===== src/hw/cmpc_pkg.sv =====
// Package for the comparator control block: register map, fields, structs
package cmpc_pkg;

	// ------------------------------------------------------------
	// Register map
	// ------------------------------------------------------------
	localparam logic [7:0]  CTRL_ADDR    = 8'h00; // Control register
	localparam logic [7:0]  IRQ_STAT_ADDR = 8'h04; // Sticky event status
	localparam logic [7:0]  IRQ_MASK_ADDR = 8'h08; // Event mask

	// ------------------------------------------------------------
	// Control register fields
	// ------------------------------------------------------------
	localparam int BIT_ENABLE  = 15;
	localparam int BIT_DRIVE   = 14;
	localparam int BIT_INVERT  = 13;
	localparam int BIT_RESULT  = 8;
	localparam int BIT_EDGE_HI = 7;
	localparam int BIT_EDGE_LO = 6;
	localparam int BIT_POSSEL  = 4;
	localparam int BIT_NEG_HI  = 1;
	localparam int BIT_NEG_LO  = 0;

	// Edge event selections
	localparam logic [1:0] EDGE_NONE = 2'h0;
	localparam logic [1:0] EDGE_RISE = 2'h1;
	localparam logic [1:0] EDGE_FALL = 2'h2;
	localparam logic [1:0] EDGE_BOTH = 2'h3;

	// Negative input selections
	localparam logic [1:0] NEG_PIN_B   = 2'h0;
	localparam logic [1:0] NEG_PIN_C   = 2'h1;
	localparam logic [1:0] NEG_PIN_D   = 2'h2;
	localparam logic [1:0] NEG_BANDGAP = 2'h3;

	// Reset values of the writable fields
	localparam logic       RST_ENABLE = 1'h0;
	localparam logic       RST_DRIVE  = 1'h0;
	localparam logic       RST_INVERT = 1'h0;
	localparam logic [1:0] RST_EDGE   = 2'h3;
	localparam logic       RST_POSSEL = 1'h0;
	localparam logic [1:0] RST_NEG    = 2'h3;
	localparam logic       RST_IRQ    = 1'h0;

	// Writable control fields
	typedef struct packed {
		logic       enable;     // Module on
		logic       pin_drive_enable;
		logic       result_invert;
		logic [1:0] edge_event_select;
		logic       positive_input_select;
		logic [1:0] negative_input_select;
	} cmpc_ctrl_t;

	// Register bus request
	typedef struct packed {
		logic [7:0]  addr;
		logic [31:0] wdata;
		logic        wr;
		logic        rd;
	} cmpc_bus_t;

	// Analog mux routing to the comparator core
	typedef struct packed {
		logic       positive_input_select; // 1: reference voltage
		logic [1:0] negative_input_select;
	} cmpc_route_t;

endpackage


===== src/hw/cmpc_top.sv =====
// Comparator control, readback, input routing and edge event logic
//
// Functional notes
// - Bit 15 enables module, others untouched
// - Bit 14 drives result onto pin
// - Bit 13 inverts comparator output
// - Bit 8 reads back comparator result
// - Edge select 11: interrupt both edges
// - Edge select 10: falling edge only
// - Edge select 01: rising edge only
// - Edge select 00: never interrupt
// - Inversion also feeds the edge detector
// - Bit 4 picks reference or pin A
// - Bits 1-0 pick B, C, D, band-gap
// - Unused bits ignore writes, read zero
`timescale 1ns/1ps
`default_nettype none

module cmpc_top
(
	input  wire logic                 SYS_CLK_I,      // 25 MHz clock
	input  wire logic                 RSTN_I,         // Synchronous reset, low
	input  wire logic [7:0]           ADDR_I,         // Register address
	input  wire logic [31:0]          WDATA_I,        // Write data
	input  wire logic                 WR_I,           // Write strobe
	input  wire logic                 RD_I,           // Read strobe
	output logic      [31:0]          RDATA_O,        // Read data, cycle after strobe
	input  wire logic                 CMP_RAW_I,      // Raw comparator core output
	output logic                      CMP_ENABLE_O,   // Power the analog core
	output cmpc_pkg::cmpc_route_t     ROUTE_O,        // Input mux selections
	output logic                      RESULT_PIN_O,   // Result output pin level
	output logic                      RESULT_PIN_OE_O,// Result output pin enable
	output logic                      EVENT_PULSE_O,  // One-cycle event request
	output logic                      IRQ_O           // Level interrupt
);
	import cmpc_pkg::*;

	// ------------------------------------------------------------
	// Declarations
	// ------------------------------------------------------------
	// Bus request and control fields
	cmpc_bus_t  bus;             // Bundled request
	cmpc_ctrl_t ctrl;            // Control fields
	cmpc_ctrl_t next_ctrl;
	// Synchroniser, history and edge detector
	logic       sync_a;          // First synchroniser stage
	logic       sync_b;          // Second synchroniser stage
	logic       prev_b;          // Previous sample for edges
	logic       next_sync_a;
	logic       next_sync_b;
	logic       next_prev_b;
	logic       result;          // Inverted-or-not result
	logic       prev_result;     // Previous result
	logic       rise;            // Rising edge of result
	logic       fall;            // Falling edge of result
	logic       edge_hit;        // Qualifying edge
	// Event pulse, status, mask and read path
	logic       event_pulse;     // Registered event
	logic       next_event_pulse;
	logic       irq_stat;        // Sticky status
	logic       irq_mask;        // Mask, 1 enables
	logic       next_irq_stat;
	logic       next_irq_mask;
	logic [31:0] rdata;
	logic [31:0] next_rdata;
	logic [31:0] ctrl_word;      // Control register image

	assign bus = '{addr: ADDR_I, wdata: WDATA_I, wr: WR_I, rd: RD_I};

	// ------------------------------------------------------------
	// Control register
	// ------------------------------------------------------------

	// Field-wise write; unused bits simply have no storage
	always_comb
	begin
		next_ctrl = ctrl;
		if (bus.wr && bus.addr == CTRL_ADDR)
		begin
			// Each field is written independently of the enable bit
			next_ctrl.enable                = bus.wdata[BIT_ENABLE];
			next_ctrl.pin_drive_enable      = bus.wdata[BIT_DRIVE];
			next_ctrl.result_invert         = bus.wdata[BIT_INVERT];
			next_ctrl.edge_event_select     = bus.wdata[BIT_EDGE_HI:BIT_EDGE_LO];
			next_ctrl.positive_input_select = bus.wdata[BIT_POSSEL];
			next_ctrl.negative_input_select = bus.wdata[BIT_NEG_HI:BIT_NEG_LO];
		end
	end

	// Register the control fields
	always_ff @(posedge SYS_CLK_I)
	begin
		if (!RSTN_I)
		begin
			// Defaults: off, edge and negative select fields all ones, positive select zero
			ctrl <= '{enable: RST_ENABLE, pin_drive_enable: RST_DRIVE,
				result_invert: RST_INVERT, edge_event_select: RST_EDGE,
				positive_input_select: RST_POSSEL, negative_input_select: RST_NEG};
		end
		else
		begin
			ctrl <= next_ctrl;
		end
	end

	// ------------------------------------------------------------
	// Result synchroniser and edge detection
	// ------------------------------------------------------------

	// Two-stage synchroniser, then a history sample
	// Only the second stage and the history sample feed logic; the first may settle late
	always_comb
	begin
		next_sync_a = CMP_RAW_I;
		next_sync_b = sync_a;
		next_prev_b = sync_b;
	end

	// Synchroniser flops; reset to low
	always_ff @(posedge SYS_CLK_I)
	begin
		if (!RSTN_I)
		begin
			sync_a <= 1'h0;
			sync_b <= 1'h0;
			prev_b <= 1'h0;
		end
		else
		begin
			sync_a <= next_sync_a;
			sync_b <= next_sync_b;
			prev_b <= next_prev_b;
		end
	end

	// Inversion sits ahead of both pin and edge detector
	// A disabled core reads low, so no edges come while off
	assign result      = (sync_b & ctrl.enable) ^ ctrl.result_invert;
	assign prev_result = (prev_b & ctrl.enable) ^ ctrl.result_invert;
	assign rise        = result & ~prev_result;
	assign fall        = ~result & prev_result;

	// Edge qualification by the selected polarity
	// Both-edge mode is simply the OR of the two detectors
	always_comb
	begin
		unique case (ctrl.edge_event_select)
			EDGE_NONE: edge_hit = 1'h0;
			EDGE_RISE: edge_hit = rise;
			EDGE_FALL: edge_hit = fall;
			EDGE_BOTH: edge_hit = rise | fall;
		endcase
	end

	// ------------------------------------------------------------
	// Event status, mask and read data
	// ------------------------------------------------------------

	// Control image; unimplemented bits forced to zero
	always_comb
	begin
		ctrl_word                         = 32'h0;
		ctrl_word[BIT_ENABLE]             = ctrl.enable;
		ctrl_word[BIT_DRIVE]              = ctrl.pin_drive_enable;
		ctrl_word[BIT_INVERT]             = ctrl.result_invert;
		ctrl_word[BIT_RESULT]             = result;
		ctrl_word[BIT_EDGE_HI:BIT_EDGE_LO] = ctrl.edge_event_select;
		ctrl_word[BIT_POSSEL]             = ctrl.positive_input_select;
		ctrl_word[BIT_NEG_HI:BIT_NEG_LO]  = ctrl.negative_input_select;
	end

	// Next values for pulse, sticky flag, mask and read data
	always_comb
	begin
		next_event_pulse = edge_hit;
		next_irq_stat    = irq_stat;
		next_irq_mask    = irq_mask;
		next_rdata       = 32'h0;
		// Writes to the status address are ignored
		// Read of status clears it
		if (bus.rd && bus.addr == IRQ_STAT_ADDR)
		begin
			next_irq_stat = 1'h0;
		end
		// A new event wins over the read clear, so none is lost
		if (edge_hit)
		begin
			next_irq_stat = 1'h1;
		end
		if (bus.wr && bus.addr == IRQ_MASK_ADDR)
		begin
			next_irq_mask = bus.wdata[0];
		end
		// Read data stand for one cycle, then fall back to zero
		// Read mux; unmapped addresses read zero
		if (bus.rd)
		begin
			unique case (bus.addr)
				CTRL_ADDR:     next_rdata = ctrl_word;
				IRQ_STAT_ADDR: next_rdata = {31'h0, irq_stat};
				IRQ_MASK_ADDR: next_rdata = {31'h0, irq_mask};
				default:       next_rdata = 32'h0;
			endcase
		end
	end

	// Register pulse, status, mask and read data
	always_ff @(posedge SYS_CLK_I)
	begin
		if (!RSTN_I)
		begin
			event_pulse <= 1'h0;
			irq_stat    <= RST_IRQ;
			irq_mask    <= RST_IRQ;
			rdata       <= 32'h0;
		end
		else
		begin
			event_pulse <= next_event_pulse;
			irq_stat    <= next_irq_stat;
			irq_mask    <= next_irq_mask;
			rdata       <= next_rdata;
		end
	end

	// ------------------------------------------------------------
	// Outputs
	// ------------------------------------------------------------
	assign RDATA_O         = rdata;
	assign CMP_ENABLE_O    = ctrl.enable;
	// Routing is passed straight to the analog muxes
	assign ROUTE_O         = '{positive_input_select: ctrl.positive_input_select,
		negative_input_select: ctrl.negative_input_select};
	// Level is always computed; only the enable lets it out
	assign RESULT_PIN_O    = result;
	assign RESULT_PIN_OE_O = ctrl.pin_drive_enable;
	assign EVENT_PULSE_O   = event_pulse;
	// Level interrupt while the unmasked flag is set
	assign IRQ_O           = irq_stat & irq_mask;

	// ------------------------------------------------------------
	// Checks
	// ------------------------------------------------------------
	// Drive enable follows the written bit
	chk_pin_drive: assert property (@(posedge SYS_CLK_I) disable iff (!RSTN_I)
		(bus.wr && bus.addr == CTRL_ADDR) |=> (RESULT_PIN_OE_O == $past(bus.wdata[BIT_DRIVE])))
		else $error("pin enable mismatch");

	// Rise mode ignores falling edges
	chk_rise_only: assert property (@(posedge SYS_CLK_I) disable iff (!RSTN_I)
		(ctrl.edge_event_select == EDGE_RISE && fall) |=> !event_pulse)
		else $error("pulse on falling edge in rise mode");

	// Fall mode ignores rising edges
	chk_fall_only: assert property (@(posedge SYS_CLK_I) disable iff (!RSTN_I)
		(ctrl.edge_event_select == EDGE_FALL && rise) |=> !event_pulse)
		else $error("pulse on rising edge in fall mode");

	// Events off means no pulse at all
	chk_edges_off: assert property (@(posedge SYS_CLK_I) disable iff (!RSTN_I)
		(ctrl.edge_event_select == EDGE_NONE) |=> !event_pulse)
		else $error("pulse while events disabled");

	// Both mode catches every transition
	chk_both_edges: assert property (@(posedge SYS_CLK_I) disable iff (!RSTN_I)
		(ctrl.edge_event_select == EDGE_BOTH && (rise || fall)) |=> event_pulse)
		else $error("missed edge in both mode");

	// Powered core result passes the inverter
	chk_invert_path: assert property (@(posedge SYS_CLK_I) disable iff (!RSTN_I)
		ctrl.enable |-> (RESULT_PIN_O == (sync_b ^ ctrl.result_invert)))
		else $error("inversion wrong");

	// Result bit reads what the pin shows
	chk_readback_bit: assert property (@(posedge SYS_CLK_I) disable iff (!RSTN_I)
		(bus.rd && bus.addr == CTRL_ADDR) |=> (RDATA_O[BIT_RESULT] == $past(result)))
		else $error("result readback wrong");

	// Unimplemented positions always read zero
	chk_unused_zero: assert property (@(posedge SYS_CLK_I) disable iff (!RSTN_I)
		$past(bus.rd && bus.addr == CTRL_ADDR) |-> (RDATA_O[12:9] == 4'h0 && RDATA_O[5] == 1'h0
		&& RDATA_O[3:2] == 2'h0 && RDATA_O[31:16] == 16'h0))
		else $error("unused bits not zero");

	// Fields hold their value between writes
	chk_enable_keeps: assert property (@(posedge SYS_CLK_I) disable iff (!RSTN_I)
		!(bus.wr && bus.addr == CTRL_ADDR) |=> (ctrl == $past(ctrl)))
		else $error("control changed without write");

	// Flag stays set until a status read
	chk_sticky_flag: assert property (@(posedge SYS_CLK_I) disable iff (!RSTN_I)
		edge_hit |=> irq_stat ##1 (irq_stat || $past(bus.rd && bus.addr == IRQ_STAT_ADDR)))
		else $error("event flag lost");

	// Rise mode fires on every rising edge
	chk_rise_event: assert property (@(posedge SYS_CLK_I) disable iff (!RSTN_I)
		(ctrl.edge_event_select == EDGE_RISE && rise) |=> event_pulse)
		else $error("missed rising edge");

	// Fall mode fires on every falling edge
	chk_fall_event: assert property (@(posedge SYS_CLK_I) disable iff (!RSTN_I)
		(ctrl.edge_event_select == EDGE_FALL && fall) |=> event_pulse)
		else $error("missed falling edge");

	// A pulse always leaves the status flag set
	chk_flag_on_event: assert property (@(posedge SYS_CLK_I) disable iff (!RSTN_I)
		event_pulse |-> irq_stat)
		else $error("pulse without status flag");

	// Unmasked event raises the interrupt line next cycle
	chk_irq_raise: assert property (@(posedge SYS_CLK_I) disable iff (!RSTN_I)
		(edge_hit && irq_mask && !(bus.wr && bus.addr == IRQ_MASK_ADDR)) |=> IRQ_O)
		else $error("interrupt not raised");

	// Status read without a new event clears the flag
	chk_status_clear: assert property (@(posedge SYS_CLK_I) disable iff (!RSTN_I)
		(bus.rd && bus.addr == IRQ_STAT_ADDR && !edge_hit) |=> !irq_stat)
		else $error("status flag not cleared");

	// Enable output follows the written bit
	chk_enable_write: assert property (@(posedge SYS_CLK_I) disable iff (!RSTN_I)
		(bus.wr && bus.addr == CTRL_ADDR) |=> (CMP_ENABLE_O == $past(bus.wdata[BIT_ENABLE])))
		else $error("enable not written");

	// Switched-off core reads low ahead of the inverter
	chk_disabled_low: assert property (@(posedge SYS_CLK_I) disable iff (!RSTN_I)
		!ctrl.enable |-> (RESULT_PIN_O == ctrl.result_invert))
		else $error("disabled core not low");

	// Positive mux select follows the written bit
	chk_posin_route: assert property (@(posedge SYS_CLK_I) disable iff (!RSTN_I)
		(bus.wr && bus.addr == CTRL_ADDR) |=> (ROUTE_O.positive_input_select == $past(bus.wdata[BIT_POSSEL])))
		else $error("positive input route wrong");

	// Negative mux select follows the written field
	chk_negin_route: assert property (@(posedge SYS_CLK_I) disable iff (!RSTN_I)
		(bus.wr && bus.addr == CTRL_ADDR)
		|=> (ROUTE_O.negative_input_select == $past(bus.wdata[BIT_NEG_HI:BIT_NEG_LO])))
		else $error("negative input route wrong");

endmodule

`default_nettype wire

===== config.mk =====
export PLATFORM = sky130hd
export DESIGN_NAME = cmpc_top
export DESIGN_NICKNAME = d
export VERILOG_FILES = /design/src/hw/cmpc_pkg.sv /design/src/hw/cmpc_top.sv
export SDC_FILE = /design/constraint.sdc
export NUM_CORES = 1
export LEC_CHECK = 0
export BUFFER_PORTS_ARGS = -buffer_cell sky130_fd_sc_hd__buf_2
export CAP_MARGIN = 10
export CORE_MARGIN = 4
export CORE_UTILIZATION = 40
export CTS_BUF_LIST = sky130_fd_sc_hd__clkbuf_2 sky130_fd_sc_hd__clkbuf_4 sky130_fd_sc_hd__clkbuf_8
export DETAILED_ROUTE_END_ITERATION = 10
export PLACE_DENSITY = 0.92
export SLEW_MARGIN = 20
export SYNTH_ARGS = -nofsm -noshare
export SYNTH_HDL_FRONTEND = slang
export SYNTH_SLANG_ARGS = --single-unit

===== constraint.sdc =====
create_clock -name SYS_CLK_I -period 1.8 [get_ports SYS_CLK_I]
set_input_delay 0.27 -clock SYS_CLK_I [delete_from_list [all_inputs] [get_ports SYS_CLK_I]]
set_output_delay 0.27 -clock SYS_CLK_I [all_outputs]
set_load 0.05 [all_outputs]

Word level (Yosys, flattened, before mapping)
Cells that the tools add are included.
Word-level totals
  flip-flop bits (word level): 46
  bits in latches: 0
  bits in writable memories: 0
  ROM bits: 0
  bits of input ports: 45
  output and inout bits: 40
  logic and storage cells: 39
  memories kept: 0
Cells by class
  add/subtract/negate cells: 0
  $mul: 0
  div/mod/pow operators: 0
  order comparisons: 0
  eq/ne operators: 5
  shifts and indexed selects: 0
  mux-type cells: 4
  bitwise operators: 10
  reductions and logical operators: 7
Operators by type and width (number)
  case mux 16 bit (3 select lines): 1
  equality test 8 x 3 -> 1 bit (second input constant): 1
  equality test 8 x 4 -> 1 bit (second input constant): 1
  zero test 8 bit: 1
  AND 1 bit: 5
  equality test 2 bit (second input constant): 2
  case mux 1 bit (4 select lines): 1
  logical AND 1 bit: 3
  equality test 2 x 1 -> 1 bit (second input constant): 1
  zero test 2 bit: 1
  two-way mux 1 bit: 2
  NOT 1 bit: 2
  AND reduction 2 bit: 1
  nonzero test 2 bit: 1
  bitwise XOR 1 bit: 2
  bitwise OR 1 bit: 1

Logic depth before layout (Yosys ltp)
Gate-level depths: netlist of run 1.
  depth in word-level cells: 7
  gate-level depth with buffers: 8
  gate-level depth less buffers: 8

Worst setup path after synthesis of run 1
No wires, ideal clock.
  kind: reg-to-reg
  start: register ctrl, in the netlist CMP_ENABLE_O
  end: register irq_stat
  library setup time: 116 ps
  arrival time: 2012 ps
  data required time: 1684 ps
  setup slack: -328 ps
  cell stages (with the launch flop): 9
  clock period less this slack: 2128 ps
  cells stage by stage: dfxtp_1 > nand2_1 > xor2_1 > inv_1 > ha_1 > nor2b_1 > o21ai_1 > a21boi_1 > a31o_1
On the way
  word-level cells in the longest chain between the ends: 7
RTL lines
  start, declared: line cmpc_top.sv:43  | cmpc_ctrl_t ctrl;
  start signal, assigned: line cmpc_top.sv:96  | ctrl <= '{enable: RST_ENABLE, pin_drive_enable: RST_DRIVE,
  start signal, assigned: line cmpc_top.sv:102  | ctrl <= next_ctrl;
  AND 1 bit (*): line cmpc_top.sv:138  | assign result = (sync_b & ctrl.enable) ^ ctrl.result_invert;
  bitwise XOR 1 bit (*): line cmpc_top.sv:138
  net RESULT_PIN_O: line cmpc_top.sv:31  | output logic RESULT_PIN_O,
  NOT 1 bit: line cmpc_top.sv:141  | assign fall = ~result & prev_result;
  AND 1 bit: line cmpc_top.sv:141
  bitwise OR 1 bit: line cmpc_top.sv:151  | EDGE_BOTH: edge_hit = rise | fall;
  case mux 1 bit (4 select lines) (*): line cmpc_top.sv:147  | unique case (ctrl.edge_event_select)
  two-way mux 1 bit or nonzero test 2 bit (tied branches)
  end signal, assigned: line cmpc_top.sv:220  | irq_stat <= next_irq_stat;
  end, declared: line cmpc_top.sv:60  | logic irq_stat;
The timed path passes the listed nets; every way through them passes the cells marked *.
A chain may end at the register's enable or synchronous reset.

Final worst setup path of run 1
  start: register ctrl, in the netlist CMP_ENABLE_O
  end: register irq_stat
On the way
  word-level cells in the longest chain between the ends: 7
RTL lines (line)
  AND 1 bit (on tied branches): cmpc_top.sv:139, cmpc_top.sv:138
  bitwise XOR 1 bit (on tied branches): cmpc_top.sv:139, cmpc_top.sv:138
  NOT 1 bit (on tied branches): cmpc_top.sv:140, cmpc_top.sv:141
  AND 1 bit (on tied branches): cmpc_top.sv:140, cmpc_top.sv:141
  bitwise OR 1 bit: cmpc_top.sv:151
  case mux 1 bit (4 select lines) (*): cmpc_top.sv:147
  two-way mux 1 bit or nonzero test 2 bit (tied branches)
Every way passes the cells marked *; elsewhere a longest branch is shown, timed or not.

==> reports/metrics.yaml, run 1 <==
synthesis:
  yosys_warnings: 0
  synthCells: 116
  yosysMostFrequentCell: "buf_4"
  ys.flop_type: "dfxtp_1"
  syn_area_per_cell_um2: 9.449
  yosysTopAreaCell: "dfxtp_1"
  synth_commonest_cells: "26 x buf_4, 23 x dfxtp_1, 11 x and2_1, 11 x nand2_1, 6 x o21ai_1"
  synthDominantCellAreaShare_pct: 42.01
  synth_edf_count: 0
  synthTopCellsByArea: "dfxtp_1 42%, buf_4 18%, and2_1 6.3%"
  yosysSeqAreaShare_pct: 42.01
  ys_ff_latch: 23
  syn_area_um2: 1096
  async_flop_share_pct: 0
  ys_types: 26
setup_path:
  path_delay_family: "compound AO/OA/AOI/OAI gates"
  cpPeakStageDelay_ns: 0.37
  path_class: "flip-flop to flip-flop"
  cp_slowest_cell: "dfxtp_4"
  worst-path-buf-inv: 1
  cp_max_fo: 5
  path_cells: "nand2_1 > xor2_2 > inv_2 > ha_1 > nor2b_1 > o21ai_1 > a21boi_1 > a31o_1"
  arrival_ns: 1.83
  start_kind: "flip-flop"
  end_kind: "flip-flop"
  worstPathRequired_ns: 2.05
floorplanning:
  start_util_pct: 43.07
  core_um2: 2545
  die_h_um: 60.35
  pin_count: 85
  dieArea_um2: 3642
  fp.dieW_um: 60.35
  fp-row-count: 18
cells_and_area:
  final_nets: 198
  drive_gt1_share_pct: 32.00
  post-route-util_pct: 48.18
  ff_latch_area_um2: 464.2
  multiInputGateArea_um2: 504.2
  area_delta_synth_final_pct: 11.87
  num-fill-cells: 271
  fin_area_um2: 1226
  num_antenna_cells: 0
global_route:
  grt.overflow.total: 0
  busiest_layer: "met2"
  grt_max_degree: 21
  grt_util_met3_pct: 2.340
  antenna_found_initial: 0
  grtUsageTotal_pct: 9.763
  grt_pass1_wl_mm: 2.691
  first_global_vias: 668
  met2_usage_pct: 18.06
  use_met1_pct: 9.481
cts:
  clk_pin_slew_ns: 0.12
  cts.path.max_buffers: 2
  clock-root-buffer: "clkbuf_4"
  h-tree-depth: 1
  cts_made_buffers: 3
  postCtsSetupBuffers: 0
  cts_resized: 0
  clock_latency_ns: 0.30
  postCtsHoldBufs: 0
  cts_num_sinks: 23
  cts_tree: "done"
pwr:
  powerDensity_nw_per_um2: 728.7
  p_int_uw: 616.8
  ir_drop_v: 0.0004531
  pwr-share-clk_pct: 25.2
  leakage_uw: 0.0006226
  p_sw_uw: 276.8
  swShare_pct: 30.97
  combPwrFrac_pct: 17.5
  p_seq_share_pct: 57.2
detailed_routing:
  dr.pass1.iters: 2
  viasPerCell: 4.272
  wl_mm: 1.744
  via_count: 769
  wl_per_cell_um: 9.689
  post-route-drc-count: 0
  drtAntennaViolNets: 0
  drt-initial-drc-count: 2
run:
  max_cap_violations: 0
outcome:
  status: "finished, final reports clean"
timing:
  holdWs_ns: 0.1646
  setup_viol: 0
  fin_tns_setup_ns: 0
  rsz0062_at_grt: "no"
  fmax_ghz: 0.6360
  worst_slack_ns: 0.2277
  clock_skew_ns: 0.002926
  maxSlewViolCount: 0
  hold_viol: 0
  min_period_over_period_pct: 87.35
  period_minus_slack_ns: 1.572
hold_path:
  hold_path_class: "input port to flip-flop"
placement:
  io_buffers: 37
  dpl_cell_area_um2: 1191
  gp_congestion: 0.7413
  place_ws_ns: 0.1692
  dp_hpwl_mm: 1.470
## path summary, 6_finish.rpt
kind	start	to	slack (ns)	cells after the start
worst max-delay path	CMP_ENABLE_O	irq_stat	0.23	8
worst min register to register	next_sync_b	next_prev_b	0.45	1
worst min-delay path	CMP_RAW_I	next_sync_b	0.16	2
worst max register to register	CMP_ENABLE_O	irq_stat	0.23	8
## state kept, by name, indices dropped and copies added, names as in the netlist
register	flops
CMP_ENABLE_O	1
next_sync_b	1
prev_b	1
ctrl	3
irq_stat	1
next_prev_b	1
RESULT_PIN_OE_O	1
irq_mask	1
RDATA_O	9
ROUTE_O	3
EVENT_PULSE_O	1
## area by class of cell
cell class / count / share of cell area, %
tap: 30 / 3.061
clock inverter: 1 / 0.4082
timing repair buffer: 37 / 15.10
inverter: 2 / 0.6122
multi-input combinational: 84 / 41.12
clock buffer: 3 / 1.837
sequential: 23 / 37.86
## through the flow
stage / power (uW) / cells
6_report: 893.5 / 180
5_1_grt: 926.3 / 180
2_1_floorplan: 686.9 / 138
4_1_cts: 904.9 / 180
3_5_place_dp: 678.3 / 176
3_3_place_gp: 676.6 / 176
## worst register-to-register path, delay by kind of cell, from the launching register on
| kind | cells | cell delay, ns |
|---|---|---|
| AOI/OAI and AO/OA | 3 | 0.38 |
| adders and majority gates | 1 | 0.29 |
| and+or+nand+nor | 2 | 0.20 |
| buffers and inverters | 1 | 0.06 |
| xor gates and xnor gates | 1 | 0.22 |
| DFF | 1 | 0.37 |
## routing by layer
metal	vias to the layer above	routed length (um)
met4	0	31
met5	-	0
met2	30	919
met1	337	596
li1	400	-
met3	2	196
## layout by cell type (no fill, tap or decap)
master and n:
dfxtp_4 1, buf_2 37, nor3_2 1, clkbuf_4 3, a31o_1 1, nand2_1 11, mux2i_1 5, nor2b_1 4
dfxtp_1 22, inv_2 1, o21ai_1 6, nand4_4 1, nor4_1 1, a21boi_1 1, nand3b_1 1, nor4_4 1
clkinv_2 1, and2_1 11, nand4_2 1, xor2_2 1, inv_1 1, conb_1 23, nand3_1 5, ha_1 2
nor2_1 4, a21oi_1 1, xnor2_1 1, nand4_1 2
## logic make-up after synthesis
| logic type | synth area share (%) |
|---|---|
| other | 0.3421 |
| buffers and inverters | 20.21 |
| flip-flops | 42.01 |
| XOR/XNOR | 1.598 |
| AO/OA/AOI/OAI | 4.680 |
| multiplexers | 4.566 |
| adder cells (fa/ha/maj) | 2.283 |
| AND/OR/NAND/NOR | 24.31 |
## power by group through the flow
stage / registers, uW / logic [uW] / clock network, uW
after floorplan: 523 / 164 / 0
after global placement: 523 / 154 / 0
after detailed placement: 523 / 155 / 0
after CTS: 512 / 156 / 238
after global routing: 512 / 165 / 249
final: 511 / 156 / 226
Note: power is estimated with default switching activity, not from simulation.
==> run 2: changes to the inputs <==
--- a/config.mk
+++ b/config.mk
@@ -7,8 +7,10 @@
 export LEC_CHECK = 0
 export BUFFER_PORTS_ARGS = -buffer_cell sky130_fd_sc_hd__buf_2
 export CAP_MARGIN = 10
+export CELL_PAD_IN_SITES_DETAIL_PLACEMENT = 2
+export CELL_PAD_IN_SITES_GLOBAL_PLACEMENT = 2
 export CORE_MARGIN = 4
-export CORE_UTILIZATION = 40
+export CORE_UTILIZATION = 21
 export CTS_BUF_LIST = sky130_fd_sc_hd__clkbuf_2 sky130_fd_sc_hd__clkbuf_4 sky130_fd_sc_hd__clkbuf_8
 export DETAILED_ROUTE_END_ITERATION = 10
 export PLACE_DENSITY = 0.92
==> reports/metrics.yaml, run 2 (same netlist as run 1, synthesis figures left out) <==
timing:
  maxSlewViolCount: 0  # unchanged
  min_period_over_period_pct: 86.26  # was 87.35%
  holdWs_ns: 0.2170  # was 0.1646 ns
  setup_viol: 0  # unchanged
  period_minus_slack_ns: 1.553  # was 1.572 ns
  rsz0062_at_grt: "no"  # unchanged
  fin_tns_setup_ns: 0  # unchanged
  fmax_ghz: 0.6441  # was 0.6360 GHz
  hold_viol: 0  # unchanged
  clock_skew_ns: 0.001224  # was 0.002926 ns
pwr:
  powerDensity_nw_per_um2: 770.2  # was 728.7 nW/um^2
  ir_drop_v: 0.0002250  # was 0.0004531 V
  leakage_uw: 0.0006337  # was 0.0006226 uW
cells_and_area:
  layout_common_cells: "37 x buf_2, 23 x conb_1, 22 x dfxtp_1, 11 x nand2_1, 11 x and2_1"  # unchanged
  area_delta_synth_final_pct: 18.38  # was 11.87%
  largest_reg_flops: 9  # unchanged
  final_common_cell: "buf_2"  # unchanged
  drive_gt1_share_pct: 31.79  # was 32.00%
  final_cells: 221  # was 180
  num_antenna_cells: 0  # unchanged
  fin_area_um2: 1297  # was 1226 um^2
  post-route-util_pct: 25.57  # was 48.18%
  final_nets: 199  # was 198
setup_path:
  arrival_ns: 1.71  # was 1.83 ns
  worstPathRequired_ns: 1.96  # was 2.05 ns
  path_cells: "nand2_1 > xnor2_1 > inv_1 > ha_1 > nor2b_1 > o21ai_1 > a21boi_1 > a31o_1"  # was nand2_1 > xor2_2 > inv_2 > ha_1 > nor2b_1 > o21ai_1 > a21boi_1 > a31o_1
  path_class: "flip-flop to flip-flop"  # unchanged
  start_kind: "flip-flop"  # unchanged
  cpPeakStageDelay_ns: 0.37  # about the same
  cp_max_fo: 5  # unchanged
  end_kind: "flip-flop"  # unchanged
  cp_slowest_cell: "dfxtp_4"  # unchanged
cts:
  cts_made_buffers: 3  # unchanged
  cts_num_sinks: 23  # unchanged
  postCtsSetupBuffers: 0  # unchanged
  postCtsHoldBufs: 0  # unchanged
  clock_latency_ns: 0.26  # was 0.30 ns
  clock-root-buffer: "clkbuf_8"  # was clkbuf_4
  h-tree-depth: 1  # unchanged
  cts.path.max_buffers: 2  # unchanged
  clk_pin_slew_ns: 0.08  # was 0.12 ns
  cts_resized: 0  # unchanged
  cts_tree: "done"  # unchanged
detailed_routing:
  wl_mm: 2.487  # was 1.744 mm
  drt-initial-drc-count: 74  # was 2
  wl_per_cell_um: 11.25  # was 9.689 um
  post-route-drc-count: 0  # unchanged
  viasPerCell: 3.710  # was 4.272
  drtAntennaViolNets: 0  # unchanged
  via_count: 820  # was 769
  dr.pass1.iters: 2  # unchanged
placement:
  gp_congestion: 0.7532  # was 0.7413
  io_buffers: 37  # unchanged
  dpl_cell_area_um2: 1249  # was 1191 um^2
  dp_cells: 217  # was 176
  dp_hpwl_mm: 2.042  # was 1.470 mm
outcome:
  status: "finished, final reports clean"  # unchanged
global_route:
  first_global_vias: 897  # was 668
  grtUsageTotal_pct: 8.220  # was 9.763%
  antenna_found_initial: 0  # unchanged
  grt.overflow.total: 0  # unchanged
  grt_max_degree: 21  # unchanged
  grt_pass1_wl_mm: 4.057  # was 2.691 mm
hold_path:
  hold_path_class: "input port to flip-flop"  # unchanged
floorplanning:
  pin_count: 85  # unchanged
  die_h_um: 80.25  # was 60.35 um
  fp-row-count: 26  # was 18
  dieArea_um2: 6439  # was 3642 um^2
  fp.dieW_um: 80.25  # was 60.35 um
  core_um2: 5075  # was 2545 um^2
  start_util_pct: 21.60  # was 43.07%
run:
  max_cap_violations: 0  # unchanged
## run 2: cell types whose count changed in the layout (fill, tap and decap cells not counted)
cell,before,now
clkbuf_8,0,3
clkbuf_4,3,1
buf_4,0,1
clkinv_2,1,0
xor2_1,0,1
xor2_2,1,0
## run 2: power by group
group          total (uW)  internal [uW]  leakage, uW  switching (uW)
logic                 160           23.7     0.000421             136
registers             511            510     0.000187            1.09
clock network         328            173    0.0000262             156
## run 2: final timing paths
check / startpoint / slack, ns / cells after the start / end
worst max-delay path: CMP_ENABLE_O / 0.25 / 8 / irq_stat
worst min-delay path: CMP_RAW_I / 0.22 / 2 / next_sync_b
worst min register to register: next_sync_b / 0.44 / 1 / next_prev_b
worst max register to register: CMP_ENABLE_O / 0.25 / 8 / irq_stat
## run 2: final cells by class
cell class | count | area (um^2)
multi-input cells | 84 | 496.7
fillers | 624 | 3777
well taps | 70 | 87.58
flip-flops and latches | 23 | 464.2
inverters | 2 | 7.507
repair buffers | 38 | 192.7
clock buffers | 4 | 48.80
## run 2: metal layers
layer	global-route usage, %	vias to the layer above	share of wire [%]
met5	0	-	0
met1	8.378	386	36
met2	15.23	32	54
li1	-	398	-
met4	5.068	0	2.5
met3	1.570	4	6.6
## run 2: stage by stage
step           setup slack (ns)  power, uW
2_1_floorplan           0.05174      686.9
3_3_place_gp             0.2084      678.4
3_5_place_dp             0.1672      681.2
4_1_cts                  0.2044       1008
5_1_grt                 0.08564       1057
6_report                 0.2474      999.3
## run 2: critical path: cells and delay by family (launching register included)
| kind | cells | cell delay [ns] |
|---|---|---|
| AOI/OAI and AO/OA | 3 | 0.40 |
| DFF | 1 | 0.37 |
| adders and majority gates | 1 | 0.28 |
| and+or+nand+nor | 2 | 0.11 |
| buffers and inverters | 1 | 0.08 |
| xor gates and xnor gates | 1 | 0.21 |
==> run 3: changes to the inputs <==
--- a/config.mk
+++ b/config.mk
@@ -9,11 +9,12 @@
 export CAP_MARGIN = 10
 export CELL_PAD_IN_SITES_DETAIL_PLACEMENT = 2
 export CELL_PAD_IN_SITES_GLOBAL_PLACEMENT = 2
+export CORE_ASPECT_RATIO = 2
 export CORE_MARGIN = 4
-export CORE_UTILIZATION = 21
+export CORE_UTILIZATION = 19
 export CTS_BUF_LIST = sky130_fd_sc_hd__clkbuf_2 sky130_fd_sc_hd__clkbuf_4 sky130_fd_sc_hd__clkbuf_8
 export DETAILED_ROUTE_END_ITERATION = 10
-export PLACE_DENSITY = 0.92
+export PLACE_DENSITY = 0.89
 export SLEW_MARGIN = 20
 export SYNTH_ARGS = -nofsm -noshare
 export SYNTH_HDL_FRONTEND = slang
==> constraint.sdc (replaced) <==
create_clock -name SYS_CLK_I -period 1.3 [get_ports SYS_CLK_I]
set_input_delay 0.195 -clock SYS_CLK_I [delete_from_list [all_inputs] [get_ports SYS_CLK_I]]
set_output_delay 0.195 -clock SYS_CLK_I [all_outputs]
set_load 0.05 [all_outputs]
==> reports/metrics.yaml, run 3 (same netlist as run 1, synthesis figures left out) <==
timing:
  maxSlewViolCount: 0  # unchanged
  setup_viol: 3  # was 0
  fin_tns_setup_ns: -0.4082  # was 0 ns
  period_minus_slack_ns: 1.516  # was 1.553 ns
  hold_viol: 0  # unchanged
  fmax_ghz: 0.6596  # was 0.6441 GHz
  worst_slack_ns: -0.2160  # was 0.2474 ns
  min_period_over_period_pct: 116.6  # was 86.26%
  rsz0062_at_grt: "yes"  # was no
  clock_skew_ns: 0.002095  # was 0.001224 ns
floorplanning:
  fp-row-count: 38  # was 26
  core_um2: 5515  # was 5075 um^2
  die_h_um: 115.4  # was 80.25 um
  pin_count: 85  # unchanged
  start_util_pct: 19.87  # was 21.60%
  dieArea_um2: 7121  # was 6439 um^2
  fp.dieW_um: 61.71  # was 80.25 um
setup_path:
  r2r_slack_ns: -0.22  # was 0.25 ns
  reg2regPathDepth: 8  # unchanged
  path_cells: "nand2_4 > xor2_4 > inv_4 > ha_4 > nor2b_4 > o21ai_4 > a21boi_2 > a31o_1"  # was nand2_1 > xnor2_1 > inv_1 > ha_1 > nor2b_1 > o21ai_1 > a21boi_1 > a31o_1
  end_kind: "flip-flop"  # unchanged
  cp_slowest_cell: "dfxtp_4"  # unchanged
  start_kind: "flip-flop"  # unchanged
  cpPeakStageDelay_ns: 0.37  # about the same
  arrival_ns: 1.68  # was 1.71 ns
  worstPathRequired_ns: 1.46  # was 1.96 ns
  r2r-end: "irq_stat"  # unchanged
  rr_startpoint: "CMP_ENABLE_O"  # unchanged
  cp_max_fo: 3  # was 5
  path_class: "flip-flop to flip-flop"  # unchanged
cts:
  postCtsSetupBuffers: 0  # unchanged
  cts.path.max_buffers: 2  # unchanged
  cts_tree: "done"  # unchanged
  clock-root-buffer: "clkbuf_8"  # unchanged
  cts_made_buffers: 3  # unchanged
  h-tree-depth: 1  # unchanged
  cts_num_sinks: 23  # unchanged
  postCtsHoldBufs: 0  # unchanged
  clk_pin_slew_ns: 0.08  # about the same
  clock_latency_ns: 0.26  # about the same
global_route:
  grt_pass1_wl_mm: 4.264  # was 4.057 mm
  grtUsageTotal_pct: 8.308  # was 8.220%
  first_global_vias: 941  # was 897
  antenna_found_initial: 0  # unchanged
  grt.overflow.total: 0  # unchanged
  grt_max_degree: 15  # was 21
hold_path:
  hold_start: "CMP_RAW_I"  # unchanged
  hold_path_class: "input port to flip-flop"  # unchanged
  hold_end: "next_sync_b"  # unchanged
  holdPathStages: 2  # unchanged
cells_and_area:
  final_cells: 223  # was 221
  area_delta_synth_final_pct: 33.68  # was 18.38%
  final_nets: 211  # was 199
  drive_gt1_share_pct: 44.17  # was 31.79%
  num_antenna_cells: 0  # unchanged
  layout_common_cells: "36 x buf_2, 23 x conb_1, 20 x dfxtp_1, 13 x buf_4, 11 x and2_1"  # was 37 x buf_2, 23 x conb_1, 22 x dfxtp_1, 11 x nand2_1, 11 x and2_1
  final_common_cell: "buf_2"  # unchanged
  largest_reg_flops: 9  # unchanged
pwr:
  ir_drop_v: 0.0004280  # was 0.0002250 V
  total_power_uw: 1373  # was 999.3 uW
  powerDensity_nw_per_um2: 937.4  # was 770.2 nW/um^2
  leakage_uw: 0.0007364  # was 0.0006337 uW
detailed_routing:
  drt-initial-drc-count: 3  # was 74
  viasPerCell: 3.928  # was 3.710
  post-route-drc-count: 0  # unchanged
  via_count: 876  # was 820
  wl_per_cell_um: 12.85  # was 11.25 um
  wl_mm: 2.865  # was 2.487 mm
  dr.pass1.iters: 2  # unchanged
  drtAntennaViolNets: 0  # unchanged
run:
  max_cap_violations: 0  # unchanged
placement:
  io_buffers: 37  # unchanged
  place_ws_ns: -0.3702  # was 0.1672 ns
  gp_congestion: 0.7487  # was 0.7532
  dp_hpwl_mm: 2.438  # was 2.042 mm
  dp_cells: 219  # was 217
outcome:
  status: "complete, but fails checks"  # was finished, final reports clean
  violations: "negative setup slack"
## run 3: cell types whose count changed in the layout (fill, tap and decap cells not counted), moves of 2 or more
cell,previous run,this run
buf_4,1,13
dfxtp_1,22,20
nand2_1,11,9
nor2b_1,4,2
nor2b_4,0,2
## run 3: worst max path at each step
stage | to | startpoint | slack (ns) | cells after the start
after global placement | irq_stat | ctrl[5] | -0.26 | 7
final | irq_stat | CMP_ENABLE_O | -0.22 | 8
after global routing | irq_stat | CMP_ENABLE_O | -0.26 | 8
after detailed placement | irq_stat | ctrl[5] | -0.37 | 7
after floorplan | irq_stat | CMP_ENABLE_O | -0.28 | 8
after CTS | irq_stat | CMP_ENABLE_O | -0.27 | 8
## run 3: what timing repair did
action	4_1_cts	5_1_grt
gates resized for setup	11	4
pin swaps	6	6
setup endpoints to repair	3	3
## run 3: area by class of cell
type | count | area (um^2)
Clock buffer | 3 | 41.29
Clock inverter | 1 | 5.005
Fill cell | 636 | 4050
Inverter | 2 | 10.01
Multi-Input combinational cell | 84 | 575.6
Sequential cell | 23 | 469.2
Tap cell | 60 | 75.07
Timing Repair Buffer | 50 | 289.0
## run 3: where the power goes
part,switching [uW],internal (uW)
combinational,190,42.7
clock,220,214
sequential,2.35,704
total,413,961
## run 3: metal layers
metal  part of all wire (%)  GRT usage (%)  up-vias
met5                      0              0        -
met4                    3.6          5.666        0
met3                    8.5          1.338        8
met2                     62          16.93       42
met1                     26          6.148      403
li1                       -              -      423
## run 3: critical path: cells and delay by family, from the launching register on
family	cells	cell delay, ns
AOI/OAI and AO/OA	3	0.39
DFF	1	0.37
adders and majority gates	1	0.27
xor gates and xnor gates	1	0.19
and+or+nand+nor	2	0.13
buffers and inverters	1	0.07
## run 3: per-stage QoR
step | hold WS [ns] | util, % | instance area, um^2
6_report | 0.1357 | 26.57 | 1465
3_3_place_gp | 0.4050 | 24.80 | 1368
2_1_floorplan | 0.2731 | - | 1224
4_1_cts | 0.1342 | 26.20 | 1445
5_1_grt | 0.1378 | 26.57 | 1465
3_5_place_dp | 0.4125 | 24.80 | 1368
